### src/i2c_target_regs.svh
// Offsets, field positions, reset values and timing counts of the register port
`ifndef I2C_TARGET_REGS_SVH
`define I2C_TARGET_REGS_SVH
`define OFS_OUTPUT_SETPOINT 8'h00
`define OFS_CONTROL_ONE     8'h01
`define OFS_CONTROL_TWO     8'h02
`define OFS_CONTROL_THREE   8'h03
`define OFS_STATUS          8'h04
`define RST_CONTROL_ONE     8'h2A
`define RST_CONTROL_TWO     8'h0A
`define RST_CONTROL_THREE   8'h00
`define SOFT_RESET_BIT      7
`define RAMP_LSB            0
`define RANGE_LSB           2
`define HS_CODE_MASK        8'hF8
`define HS_CODE_VALUE       8'h08
`define READ_ZERO           8'h00
`define INIT_TIME_US        400
`define CLK_MHZ             10
`define INIT_CYCLES         (`INIT_TIME_US * `CLK_MHZ)
`endif

### src/i2c_target_pkg.sv
// Types shared by the two-wire target register port
`default_nettype none
package i2c_target_pkg;
	typedef enum logic [2:0] {
		ST_IDLE, ST_ADDR, ST_ADDR_ACK, ST_WRITE, ST_WRITE_ACK,
		ST_READ, ST_READ_ACK
	} bus_state_t;
	typedef enum logic [1:0] {
		BYTE_DEV, BYTE_REG, BYTE_DATA
	} byte_role_t;
endpackage
`default_nettype wire

### src/pin_sync.sv
// Two-flop synchroniser with edge detection for the bus pins
`default_nettype none
module pin_sync (
	// Clock and reset
	input  wire logic ref_clk_i,
	input  wire logic rst_i,
	// Raw pin and conditioned copies
	input  wire logic pin_i,
	output logic      level_o,
	output logic      rise_o,
	output logic      fall_o
);
	logic meta_reg;   // First stage, only read by second stage
	logic sync_reg;   // Second stage
	logic last_reg;   // Previous stable value

	// Idle bus is high, so reset to high
	always_ff @(posedge ref_clk_i) begin
		if (rst_i) begin
			meta_reg <= 1'b1;
			sync_reg <= 1'b1;
			last_reg <= 1'b1;
		end else begin
			meta_reg <= pin_i;
			sync_reg <= meta_reg;
			last_reg <= sync_reg;
		end
	end

	assign level_o = sync_reg;
	assign rise_o  = sync_reg & ~last_reg;
	assign fall_o  = ~sync_reg & last_reg;
endmodule
`default_nettype wire

### src/i2c_target_port.sv
// Two-wire target interface with five-entry register map
`include "i2c_target_regs.svh"
`default_nettype none
module i2c_target_port
	import i2c_target_pkg::*;
#(
	parameter logic [6:0] DEV_ADDR    = 7'h41, // Arbitrary default address
	parameter int         INIT_CYCLES = `INIT_CYCLES
) (
	// Clock and reset
	input  wire logic       ref_clk_i,
	input  wire logic       rst_i,
	// Supply monitors and start-up straps
	input  wire logic       supply_above_por_i,
	input  wire logic       supply_above_undervoltage_lockout_i,
	input  wire logic       start_voltage_select_a_i,
	input  wire logic       start_voltage_select_b_i,
	input  wire logic       sync_out_strap_i,
	// Bus pins, open drain
	input  wire logic       scl_i,
	input  wire logic       sda_i,
	output logic            sda_o,
	output logic            sda_oe_o,
	// Register contents to the regulator core
	output logic [7:0]      output_setpoint_o,
	output logic [7:0]      control_one_o,
	output logic [7:0]      control_two_o,
	output logic [7:0]      control_three_o,
	output logic [1:0]      ramp_speed_o,
	output logic [1:0]      voltage_range_field_o,
	output logic [1:0]      start_voltage_sel_o,
	output logic            sync_out_strap_o,
	output logic            init_busy_o,
	output logic            high_speed_o
);
	import i2c_target_pkg::*;

	// Conditioned bus pins
	logic scl_lvl, scl_rise, scl_fall;
	logic sda_lvl, sda_rise, sda_fall;
	// Supply monitors, also asynchronous
	logic por_meta_reg, por_reg, uv_meta_reg, uv_reg;
	// Start-up sequencing
	logic        init_reg;        // Initialisation in progress
	logic        done_once_reg;   // Initialised since power-on
	logic [31:0] init_cnt_reg;    // Initialisation timer
	logic        uv_prev_reg;     // Undervoltage monitor last cycle
	// Protocol engine
	bus_state_t  state_reg;
	byte_role_t  role_reg;
	logic [2:0]  bit_cnt_reg;     // Bits left in current byte
	logic [7:0]  shift_reg;       // Incoming or outgoing byte
	logic [7:0]  ptr_reg;         // Register pointer
	logic [7:0]  wdata_reg;       // Data waiting for commit
	logic        commit_reg;      // Commit pending at ack end
	logic        hs_reg;          // High-speed mode
	logic        drive_reg;       // Pulling data low
	logic        byte_full_reg;   // Eight bits taken, decide at next fall
	// Register file
	logic [7:0]  setpoint_reg, ctrl1_reg, ctrl2_reg, ctrl3_reg;
	logic [1:0]  vsel_reg;
	logic        syncs_reg;
	logic [7:0]  status_reg;

	pin_sync u_scl (
		.ref_clk_i (ref_clk_i),
		.rst_i     (rst_i),
		.pin_i     (scl_i),
		.level_o   (scl_lvl),
		.rise_o    (scl_rise),
		.fall_o    (scl_fall)
	);
	pin_sync u_sda (
		.ref_clk_i (ref_clk_i),
		.rst_i     (rst_i),
		.pin_i     (sda_i),
		.level_o   (sda_lvl),
		.rise_o    (sda_rise),
		.fall_o    (sda_fall)
	);

	// Register read multiplexer, unmapped offsets give zero
	function automatic logic [7:0] read_mux(input logic [7:0] a,
		input logic [7:0] s, input logic [7:0] c1,
		input logic [7:0] c2, input logic [7:0] c3,
		input logic [7:0] st);
		logic [7:0] r;
		r = `READ_ZERO;
		if (a == `OFS_OUTPUT_SETPOINT) r = s;
		else if (a == `OFS_CONTROL_ONE)
			r = c1 & ~(8'h01 << `SOFT_RESET_BIT);
		else if (a == `OFS_CONTROL_TWO) r = c2;
		else if (a == `OFS_CONTROL_THREE) r = c3;
		else if (a == `OFS_STATUS) r = st;
		return r;
	endfunction

	// Bus conditions, sampled data is stable while the clock is high
	wire start_cond = sda_fall & scl_lvl;
	wire stop_cond  = sda_rise & scl_lvl;
	wire addr_match = shift_reg[7:1] == DEV_ADDR;
	wire hs_code = (shift_reg & `HS_CODE_MASK) == `HS_CODE_VALUE;
	wire [7:0] rd_byte = read_mux(ptr_reg, setpoint_reg, ctrl1_reg,
		ctrl2_reg, ctrl3_reg, status_reg);
	wire soft_rst = commit_reg & scl_fall & (ptr_reg == `OFS_CONTROL_ONE)
		& wdata_reg[`SOFT_RESET_BIT];
	wire uv_rise   = uv_reg & ~uv_prev_reg;
	wire init_go   = (uv_rise & ~done_once_reg) | soft_rst;
	wire regs_clr  = ~por_reg | soft_rst;

	// Supply monitor synchronisers
	always_ff @(posedge ref_clk_i) begin
		if (rst_i) begin
			por_meta_reg <= 1'b0;
			por_reg      <= 1'b0;
			uv_meta_reg  <= 1'b0;
			uv_reg       <= 1'b0;
			uv_prev_reg  <= 1'b0;
		end else begin
			por_meta_reg <= supply_above_por_i;
			por_reg      <= por_meta_reg;
			uv_meta_reg  <= supply_above_undervoltage_lockout_i;
			uv_reg       <= uv_meta_reg;
			uv_prev_reg  <= uv_reg;
		end
	end

	// Start-up timer; a dip only into undervoltage does not restart it
	always_ff @(posedge ref_clk_i) begin
		if (rst_i || !por_reg) begin
			init_reg      <= 1'b0;
			done_once_reg <= 1'b0;
			init_cnt_reg  <= 32'h0;
		end else if (init_go) begin
			init_reg      <= 1'b1;
			done_once_reg <= 1'b1;
			init_cnt_reg  <= 32'(INIT_CYCLES - 1);
		end else if (init_reg) begin
			if (init_cnt_reg == 32'h0) init_reg <= 1'b0;
			else init_cnt_reg <= init_cnt_reg - 32'h1;
		end
	end

	// Straps sampled at the start of each initialisation
	always_ff @(posedge ref_clk_i) begin
		if (rst_i) begin
			vsel_reg  <= 2'h0;
			syncs_reg <= 1'b0;
		end else if (init_go) begin
			vsel_reg  <= {start_voltage_select_b_i,
				start_voltage_select_a_i};
			syncs_reg <= sync_out_strap_i;
		end
	end

	// Protocol engine; any start or stop resynchronises it
	always_ff @(posedge ref_clk_i) begin
		if (rst_i || init_reg) begin
			state_reg   <= ST_IDLE;
			role_reg    <= BYTE_DEV;
			bit_cnt_reg <= 3'h7;
			shift_reg   <= 8'h00;
			drive_reg   <= 1'b0;
			commit_reg  <= 1'b0;
			byte_full_reg <= 1'b0;
			hs_reg      <= 1'b0;
			wdata_reg   <= 8'h00;
			ptr_reg     <= 8'h00;
		end else if (stop_cond) begin
			state_reg <= ST_IDLE;
			drive_reg <= 1'b0;
			hs_reg    <= 1'b0;
			commit_reg <= 1'b0;
		end else if (start_cond) begin
			state_reg   <= ST_ADDR;
			bit_cnt_reg <= 3'h7;
			byte_full_reg <= 1'b0;  // The start's own clock fall is no bit
			drive_reg   <= 1'b0;
			commit_reg  <= 1'b0;
		end else begin
			case (state_reg)
			ST_IDLE: begin
				drive_reg <= 1'b0;
			end
			ST_ADDR, ST_WRITE: begin
				// Count on rises so the fall ending a start is not a bit
				if (scl_rise) begin
					shift_reg <= {shift_reg[6:0], sda_lvl};
					byte_full_reg <= (bit_cnt_reg == 3'h0);
					bit_cnt_reg <= bit_cnt_reg - 3'h1;
				end else if (scl_fall && byte_full_reg) begin
					byte_full_reg <= 1'b0;
					begin
						if (state_reg == ST_ADDR && hs_code) begin
							hs_reg    <= 1'b1;
							state_reg <= ST_IDLE;
						end else if (state_reg == ST_ADDR && !addr_match) begin
							state_reg <= ST_IDLE;
						end else begin
							drive_reg <= 1'b1;
							state_reg <= state_reg == ST_ADDR ?
								ST_ADDR_ACK : ST_WRITE_ACK;
							if (state_reg == ST_ADDR)
								role_reg <= shift_reg[0] ? BYTE_DATA : BYTE_REG;
							else if (role_reg == BYTE_REG)
								ptr_reg <= shift_reg;
							else begin
								wdata_reg  <= shift_reg;
								commit_reg <= 1'b1;
							end
						end
					end
				end
			end
			ST_ADDR_ACK, ST_WRITE_ACK: begin
				if (scl_fall) begin
					bit_cnt_reg <= 3'h7;
					commit_reg  <= 1'b0;
					if (commit_reg) ptr_reg <= ptr_reg + 8'h01;
					if (state_reg == ST_ADDR_ACK && shift_reg[0]) begin
						state_reg <= ST_READ;
						shift_reg <= rd_byte;
						drive_reg <= ~rd_byte[7];
					end else begin
						state_reg <= ST_WRITE;
						if (state_reg == ST_WRITE_ACK) role_reg <= BYTE_DATA;
						drive_reg <= 1'b0;
					end
				end
			end
			ST_READ: begin
				if (scl_fall) begin
					if (bit_cnt_reg == 3'h0) begin
						drive_reg <= 1'b0; // Release for controller ack
						state_reg <= ST_READ_ACK;
					end else begin
						shift_reg <= {shift_reg[6:0], 1'b0};
						drive_reg <= ~shift_reg[6];
					end
					bit_cnt_reg <= bit_cnt_reg - 3'h1;
				end
			end
			ST_READ_ACK: begin
				if (scl_rise && sda_lvl) begin
					state_reg <= ST_IDLE;  // Not acknowledged, stop sending
				end else if (scl_fall) begin
					ptr_reg     <= ptr_reg + 8'h01;
					shift_reg   <= read_mux(ptr_reg + 8'h01, setpoint_reg,
						ctrl1_reg, ctrl2_reg, ctrl3_reg, status_reg);
					drive_reg   <= 1'b0;
					bit_cnt_reg <= 3'h7;
					state_reg   <= ST_READ;
				end
			end
			default: state_reg <= ST_IDLE;
			endcase
		end
	end

	// Register file; write lands as the acknowledge clock falls
	always_ff @(posedge ref_clk_i) begin
		if (rst_i || regs_clr) begin
			setpoint_reg <= 8'h00;
			ctrl1_reg    <= `RST_CONTROL_ONE;
			ctrl2_reg    <= `RST_CONTROL_TWO;
			ctrl3_reg    <= `RST_CONTROL_THREE;
		end else if (commit_reg && scl_fall && state_reg == ST_WRITE_ACK) begin
			if (ptr_reg == `OFS_OUTPUT_SETPOINT)
				setpoint_reg <= wdata_reg;
			else if (ptr_reg == `OFS_CONTROL_ONE)
				ctrl1_reg <= wdata_reg;
			else if (ptr_reg == `OFS_CONTROL_TWO)
				ctrl2_reg <= wdata_reg;
			else if (ptr_reg == `OFS_CONTROL_THREE)
				ctrl3_reg <= wdata_reg;
		end else if (init_reg && init_cnt_reg == 32'h0) begin
			setpoint_reg <= {6'h00, vsel_reg};  // start-up code
		end
	end

	// Status shows the block's own state
	always_ff @(posedge ref_clk_i) begin
		if (rst_i) status_reg <= 8'h00;
		else status_reg <= {5'h00, hs_reg, init_reg, ~uv_reg};
	end

	// Outputs, all registered; data pin only ever pulled low
	always_ff @(posedge ref_clk_i) begin
		if (rst_i) begin
			sda_oe_o <= 1'b0;
			sda_o    <= 1'b0;
			output_setpoint_o <= 8'h00;
			control_one_o <= `RST_CONTROL_ONE;
			control_two_o <= `RST_CONTROL_TWO;
			control_three_o <= `RST_CONTROL_THREE;
			ramp_speed_o <= 2'h0;
			voltage_range_field_o <= 2'h0;
			start_voltage_sel_o <= 2'h0;
			sync_out_strap_o <= 1'b0;
			init_busy_o <= 1'b0;
			high_speed_o <= 1'b0;
		end else begin
			sda_oe_o <= drive_reg & ~stop_cond & ~start_cond;
			sda_o    <= 1'b0;
			output_setpoint_o <= setpoint_reg;
			control_one_o <= ctrl1_reg;
			control_two_o <= ctrl2_reg;
			control_three_o <= ctrl3_reg;
			ramp_speed_o <= ctrl1_reg[`RAMP_LSB +: 2];
			voltage_range_field_o <= ctrl2_reg[`RANGE_LSB +: 2];
			start_voltage_sel_o <= vsel_reg;
			sync_out_strap_o <= syncs_reg;
			init_busy_o <= init_reg;
			high_speed_o <= hs_reg;
		end
	end

	// Checks
	property p_rd_bit7_zero;
		@(posedge ref_clk_i) disable iff (rst_i)
		(ptr_reg == `OFS_CONTROL_ONE) |-> !rd_byte[`SOFT_RESET_BIT];
	endproperty
	a_rd_bit7_zero: assert property (p_rd_bit7_zero)
		else $error("soft reset bit read back as one");
	property p_unmapped_zero;
		@(posedge ref_clk_i) disable iff (rst_i)
		(ptr_reg > `OFS_STATUS) |-> rd_byte == 8'h00;
	endproperty
	a_unmapped_zero: assert property (p_unmapped_zero)
		else $error("unmapped read not zero");
	property p_stop_idle;
		@(posedge ref_clk_i) disable iff (rst_i || init_reg)
		stop_cond |=> state_reg == ST_IDLE && !hs_reg;
	endproperty
	a_stop_idle: assert property (p_stop_idle)
		else $error("stop did not idle engine");
	property p_start_addr;
		@(posedge ref_clk_i) disable iff (rst_i || init_reg)
		start_cond && !stop_cond |=> state_reg == ST_ADDR;
	endproperty
	a_start_addr: assert property (p_start_addr)
		else $error("start not detected");
	property p_nomatch_noack;
		@(posedge ref_clk_i) disable iff (rst_i)
		state_reg == ST_ADDR_ACK |-> addr_match;
	endproperty
	a_nomatch_noack: assert property (p_nomatch_noack)
		else $error("acknowledged foreign address");
	property p_sreset_init;
		@(posedge ref_clk_i) disable iff (rst_i || !por_reg)
		soft_rst |=> init_reg ##1 ctrl1_reg == `RST_CONTROL_ONE;
	endproperty
	a_sreset_init: assert property (p_sreset_init)
		else $error("soft reset did not restart");
	property p_range_out;
		@(posedge ref_clk_i) disable iff (rst_i)
		1'b1 |=> voltage_range_field_o == $past(ctrl2_reg[3:2]);
	endproperty
	a_range_out: assert property (p_range_out)
		else $error("range field not forwarded");
	property p_hs_noack;
		@(posedge ref_clk_i) disable iff (rst_i || init_reg)
		$rose(hs_reg) |-> !drive_reg;
	endproperty
	a_hs_noack: assert property (p_hs_noack)
		else $error("master code acknowledged");
endmodule
`default_nettype wire

### config.mk
export PLATFORM = sky130hd
export DESIGN_NAME = i2c_target_port
export DESIGN_NICKNAME = d
export VERILOG_FILES = /design/src/i2c_target_pkg.sv /design/src/pin_sync.sv /design/src/i2c_target_port.sv
export VERILOG_INCLUDE_DIRS = /design/src
export SDC_FILE = /design/constraint.sdc
export NUM_CORES = 1
export LEC_CHECK = 0
export BUFFER_PORTS_ARGS = -buffer_cell sky130_fd_sc_hd__buf_2
export CAP_MARGIN = 20
export CORE_MARGIN = 4
export CORE_UTILIZATION = 34
export CTS_CLUSTER_SIZE = 40
export DETAILED_ROUTE_END_ITERATION = 7
export PLACE_DENSITY_LB_ADDON = 0.08
export SKIP_CTS_REPAIR_TIMING = 1
export SYNTH_ARGS = -nofsm -noshare
export SYNTH_HDL_FRONTEND = slang
export SYNTH_SLANG_ARGS = --single-unit
### constraint.sdc
create_clock -name ref_clk_i -period 4.24 [get_ports ref_clk_i]
set_input_delay 0.424 -clock ref_clk_i [delete_from_list [all_inputs] [get_ports ref_clk_i]]
set_output_delay 0.424 -clock ref_clk_i [all_outputs]
set_load 0.01 [all_outputs]
==> qor.yml, run 1 <==
status:
  status: "completed"
setup_path:
  r2r_cells: 7
  worst-path-buf-inv: 0
  crit_path_cell_trace: "ha_1, nand2_1, o31ai_1, o21ai_0, a22oi_1, nor2_1, o221a_2"
  cp_slowest_cell: "o31ai_1"
  cp-end-kind: "flop"
  worstPathRequired_ns: 4.55
  path_delay_family: "compound AO/OA/AOI/OAI gates"
  crit_type: "flop to flop"
  crit_fanout: 17
  cpPeakStageDelay_ns: 0.84
  crit_cells: 7
  start_kind: "flop"
  cp.arrival_ns: 3.35
sta:
  max_freq_mhz: 329.8
  finalSetupTns_ns: 0
  fin_crit_ns: 3.032
  fin_crit_sh_pct: 71.52
  finalHoldViolCount: 0
  setup_viol: 0
  worstMarginPinSlew_ns: 1.022
  worst_clock_skew_ns: 0.02092
  rsz0062_at_grt: "false"
  slew_violations: 0
  relSlewSlack_pct: 31.29
cts:
  cts_buffers: 17
  htree_levels: 4
  root_buffer: "clkbuf_16"
  cts_sinks: 157
  cts_tree: "built"
  insertion_delay_ns: 0.43
  clk_pin_slew_ns: 0.07
  cts.path.max_buffers: 2
floorplan:
  die-height_microns: 153.9
  start_util_pct: 34.55
  rows: 53
  ios: 52
  die_x_microns: 153.9
  dieArea_sq_um: 23690
  core_area_sq_um: 20960
power_and_ir_drop:
  seqPwrFrac_pct: 48.9
  p_switching_w: 0.0007073
  p_int_w: 0.002344
  ir_drop_v: 0.0002550
  p_sw_share_pct: 23.18
  combPwrFrac_pct: 2.3
  total_leakage_power_nw: 3.147
  p_per_area_nw_per_um2: 371.4
  p_clk_share_pct: 48.7
finish:
  largest_reg_flops: 32
  drive_gt1_share_pct: 13.68
  final_nets: 883
  antenna_cells: 0
  area_delta_synth_final_pct: 13.50
  instances_no_fill: 1152
  fillers: 2157
detailed_routing:
  dr.pass1.iters: 5
  ant_nets: 0
  drc: 0
  via_count: 6035
  routed_wl_mm: 19.48
  viasPerCell: 5.239
  drtIter0Drc: 424
  wl_per_cell_microns: 16.91
logic_synthesis:
  synth-edff-count: 0
  yosys_warnings: 0
  yosysMostFrequentCell: "dfxtp_1"
  synth_cell_types: 67
  yosysTopAreaCell: "dfxtp_1"
  async_reset_ff_share_pct: 0
  synth_top_area_share_pct: 43.42
  synth.net_count: 861
  ys_ff_latch: 157
  synthCells: 842
  netlist_area_sq_um: 7239
  synth_top_flop_cell: "dfxtp_1"
  synth_seq_area_share_pct: 43.42
  synth_area_leaders: "dfxtp_1 (43%), mux2i_1 (5.1%), nor2_1 (5.1%)"
  synth_common_cells: "dfxtp_1 (157), nor2_1 (98), nand2_1 (72)"
  avgSynthCellArea_sq_um: 8.598
global_routing:
  grt_pass1_wl_mm: 31.84
  grt_usage_pct: 16.59
  antenna_found_initial: 0
  gr-total-overflow: 0
  grt_pass1_vias: 5732
  grt_start_max_net_pins: 58
flow_run:
  maxCapViolCount: 0
min_path:
  hold_depth: 2
  hp-class: "primary input to flop"
placement:
  routabilityCongestion: 0.8675
  dp_hpwl_mm: 14.08
  portBuffers: 50
  dp_cells: 1120
[worst register-to-register path, delay by kind of cell, from the launching register on]
| kind | cells | cell delay [ns] |
|---|---|---|
| fa+ha+maj | 1 | 0.64 |
| flops | 1 | 0.56 |
| simple gates | 2 | 0.18 |
| compound gates | 4 | 1.54 |
[power groups by stage]
stage,registers [W],logic (W),clock network [W]
2_1_floorplan,0.00152,0.0000532,0
3_3_place_gp,0.00153,0.0000714,0
3_5_place_dp,0.00153,0.0000723,0
4_1_cts,0.00149,0.0000728,0.00152
5_1_grt,0.00149,0.0000802,0.00159
6_report,0.00149,0.0000712,0.00149
[routing by layer]
| metal | up-vias | track usage [%] | share of wire (%) |
|---|---|---|---|
| met5 | - | 0 | 0 |
| met4 | 0 | 4.289 | 1.0 |
| met3 | 11 | 3.321 | 4.1 |
| met2 | 158 | 25.74 | 45 |
| met1 | 2870 | 23.67 | 50 |
| li1 | 2996 | - | - |
[cell families after synthesis]
group | count (synthesis) | synth area share [%]
simple gates | 355 | 25.22
xor+xnor | 32 | 3.871
flops | 157 | 43.42
buf+inv | 71 | 4.234
other cells | 1 | 0.05180
mux | 40 | 5.582
fa+ha+maj | 10 | 1.728
compound gates | 176 | 15.90
[cells in the final DEF, fill, tap and decap left out, drive strengths merged, types with 14 or more instances in the layout]
cell / count
clkbuf: 18
xnor2: 19
nand2: 72
nor2b: 50
mux2i: 37
or2: 17
dfxtp: 157
nor2: 98
buf: 57
a21oi: 51
nor3: 20
nor4: 14
nand3: 19
inv: 22
o21ai: 40
[stage by stage]
stage	setup WS (ns)	utilization, %	hold WS (ns)	total power (W)	cell area [sq um]
2_1_floorplan	1.761	-	0.3895	0.001576	7239
3_3_place_gp	1.365	36.48	0.3977	0.001598	7644
3_5_place_dp	1.306	36.48	0.3989	0.001599	7644
4_1_cts	1.281	39.21	0.1710	0.003088	8217
5_1_grt	0.9153	39.21	0.1694	0.003167	8217
6_report	1.208	39.21	0.1876	0.003052	8217
[final timing paths]
check                               startpoint              to  slack (ns)
worst max-delay path                ptr_reg[0]    shift_reg[1]        1.21
worst min-delay path                     sda_i  u_sda.meta_reg        0.19
worst max register to register      ptr_reg[0]    shift_reg[1]        1.21
worst min register to register  u_scl.meta_reg   u_scl.level_o        0.41
[final cells by class]
class                   count  area (sq um)  share of cell area (%)
inverters                  17         63.81                  0.7766
clock inverters            14         133.9                   1.629
well taps                 275         344.1                   4.188
multi-input cells         614          3790                   46.12
clock buffers              18         439.2                   5.345
repair buffers             57         302.8                   3.685
flip-flops and latches    157          3143                   38.25
Power figures use the tool's default switching activity.
==> run 2, diff against run 1 <==
Clock period 4.24 ns to 3.2 ns, I/O delays scaled along.
==> run 2 against run 1 <==
Against the previous run: sequential share of layout area down 0.44 points; wire length up 0.66%; clock-buffer cell count down 1; global-route usage is 0.10 points lower; die area unchanged; combinational power increased by 38%; clock power rose by 39%; non-clock buffer count up 9; clock skew is 0.012 ns lower; critical path type unchanged; largest power group is now clock; highest routed layer unchanged.
==> qor.yml, run 2 (same netlist as run 1, synthesis figures left out) <==
status:
  status: "completed"
sta:
  finalHoldViolCount: 0
  relSlewSlack_pct: 40.21
  slew_violations: 0
  setup_viol: 0
  worst_clock_skew_ns: 0.008886
  fin_crit_ns: 3.013
  max_freq_mhz: 331.9
  rsz0062_at_grt: "false"
  finalSetupTns_ns: 0
  fin_crit_sh_pct: 94.16
  worstMarginPinSlew_ns: 0.8968
power_and_ir_drop:
  total_power_w: 0.004147
  p_per_area_nw_per_um2: 499.0
  total_leakage_power_nw: 3.200
  ir_drop_v: 0.0003039
finish:
  drive_gt1_share_pct: 14.56
  area_delta_synth_final_pct: 14.81
  fin_util_pct: 39.66
  final_common_cell: "dfxtp_1"
  largest_reg_flops: 32
  antenna_cells: 0
  final_nets: 892
  instances_no_fill: 1161
  final_cell_mix: "dfxtp_1 (157), nor2_1 (98), nand2_1 (72)"
detailed_routing:
  wl_per_cell_microns: 16.89
  via_count: 6106
  viasPerCell: 5.259
  drc: 0
  drtIter0Drc: 401
  ant_nets: 0
  dr.pass1.iters: 5
  routed_wl_mm: 19.61
placement:
  routabilityCongestion: 0.8675
  dp_cells: 1129
  portBuffers: 50
  dp_hpwl_mm: 14.09
global_routing:
  grt_usage_pct: 16.49
  grt_pass1_wl_mm: 31.77
  grt_pass1_vias: 5886
  gr-total-overflow: 0
  grt_start_max_net_pins: 40
  antenna_found_initial: 0
setup_path:
  crit_fanout: 9
  cp_slowest_cell: "or4_4"
  r2r_setup_slack_ns: 0.19
  worst-path-buf-inv: 0
  start_kind: "flop"
  crit_path_cell_trace: "or4_4, or3_1, nor4_1, and3b_1, mux2i_1, nor2_1"
  path_delay_family: "simple AND/OR/NAND/NOR gates"
  cpPeakStageDelay_ns: 0.58
  cp-end-kind: "flop"
  crit_type: "flop to flop"
  cp.arrival_ns: 3.31
  worstPathRequired_ns: 3.50
min_path:
  hp-class: "primary input to flop"
floorplan:
  rows: 53
  ios: 52
  core_area_sq_um: 20960
  die-height_microns: 153.9
  die_x_microns: 153.9
  dieArea_sq_um: 23690
  start_util_pct: 34.55
cts:
  clk_pin_slew_ns: 0.07
  cts.path.max_buffers: 2
  insertion_delay_ns: 0.42
  cts_sinks: 157
  cts_tree: "built"
  root_buffer: "clkbuf_16"
  cts_buffers: 17
  htree_levels: 4
flow_run:
  maxCapViolCount: 0
-- run 2: changes by cell type in the layout (fill, tap and decap cells not counted), moves of 2 or more --
| cell | previous run | this run |
|---|---|---|
| clkinv_4 | 4 | 2 |
| buf_4 | 7 | 16 |
| inv_8 | 1 | 3 |
| clkinv_2 | 3 | 1 |
-- run 2: path summary, 6_finish.rpt --
| check | startpoint | end | cells after the start |
|---|---|---|---|
| max reg2reg | ptr_reg[4] | ctrl3_reg[6] | 6 |
| min | scl_i | u_scl.meta_reg | 2 |
| max | ptr_reg[4] | ctrl3_reg[6] | 6 |
| min reg2reg | u_scl.meta_reg | u_scl.level_o | 1 |
-- run 2: report_power, final --
group           total, W  internal, W  switching (W)
Combinational  0.0000984    0.0000338      0.0000645
Clock            0.00207      0.00118       0.000895
Sequential       0.00198      0.00197     0.00000951
-- run 2: cell type report --
class,count,area (sq um)
clock buffer,17,425.4
clock inverter,15,175.2
fill,2146,12640
inverter,17,63.81
multi-input combinational,614,3790
sequential,157,3143
tap,275,344.1
timing repair buffer,66,370.4
-- run 2: layer usage --
metal,part of all wire [%],global-route usage (%),vias to the layer above,wire [microns]
met3,4.7,2.843,23,923
li1,-,-,3023,-
met4,1.8,5.635,0,345
met1,48,23.28,2885,9496
met5,0,0,-,0
met2,45,25.53,175,8844
-- run 2: metrics by stage --
stage,setup WS (ns),hold slack (ns),cell area [sq um]
floorplan,0.7207,0.3895,7239
global placement,0.3512,0.3987,7711
detailed placement,0.2264,0.4025,7711
CTS,0.2114,0.05391,8312
global route,0.01458,0.06347,8312
finish,0.1867,0.07537,8312
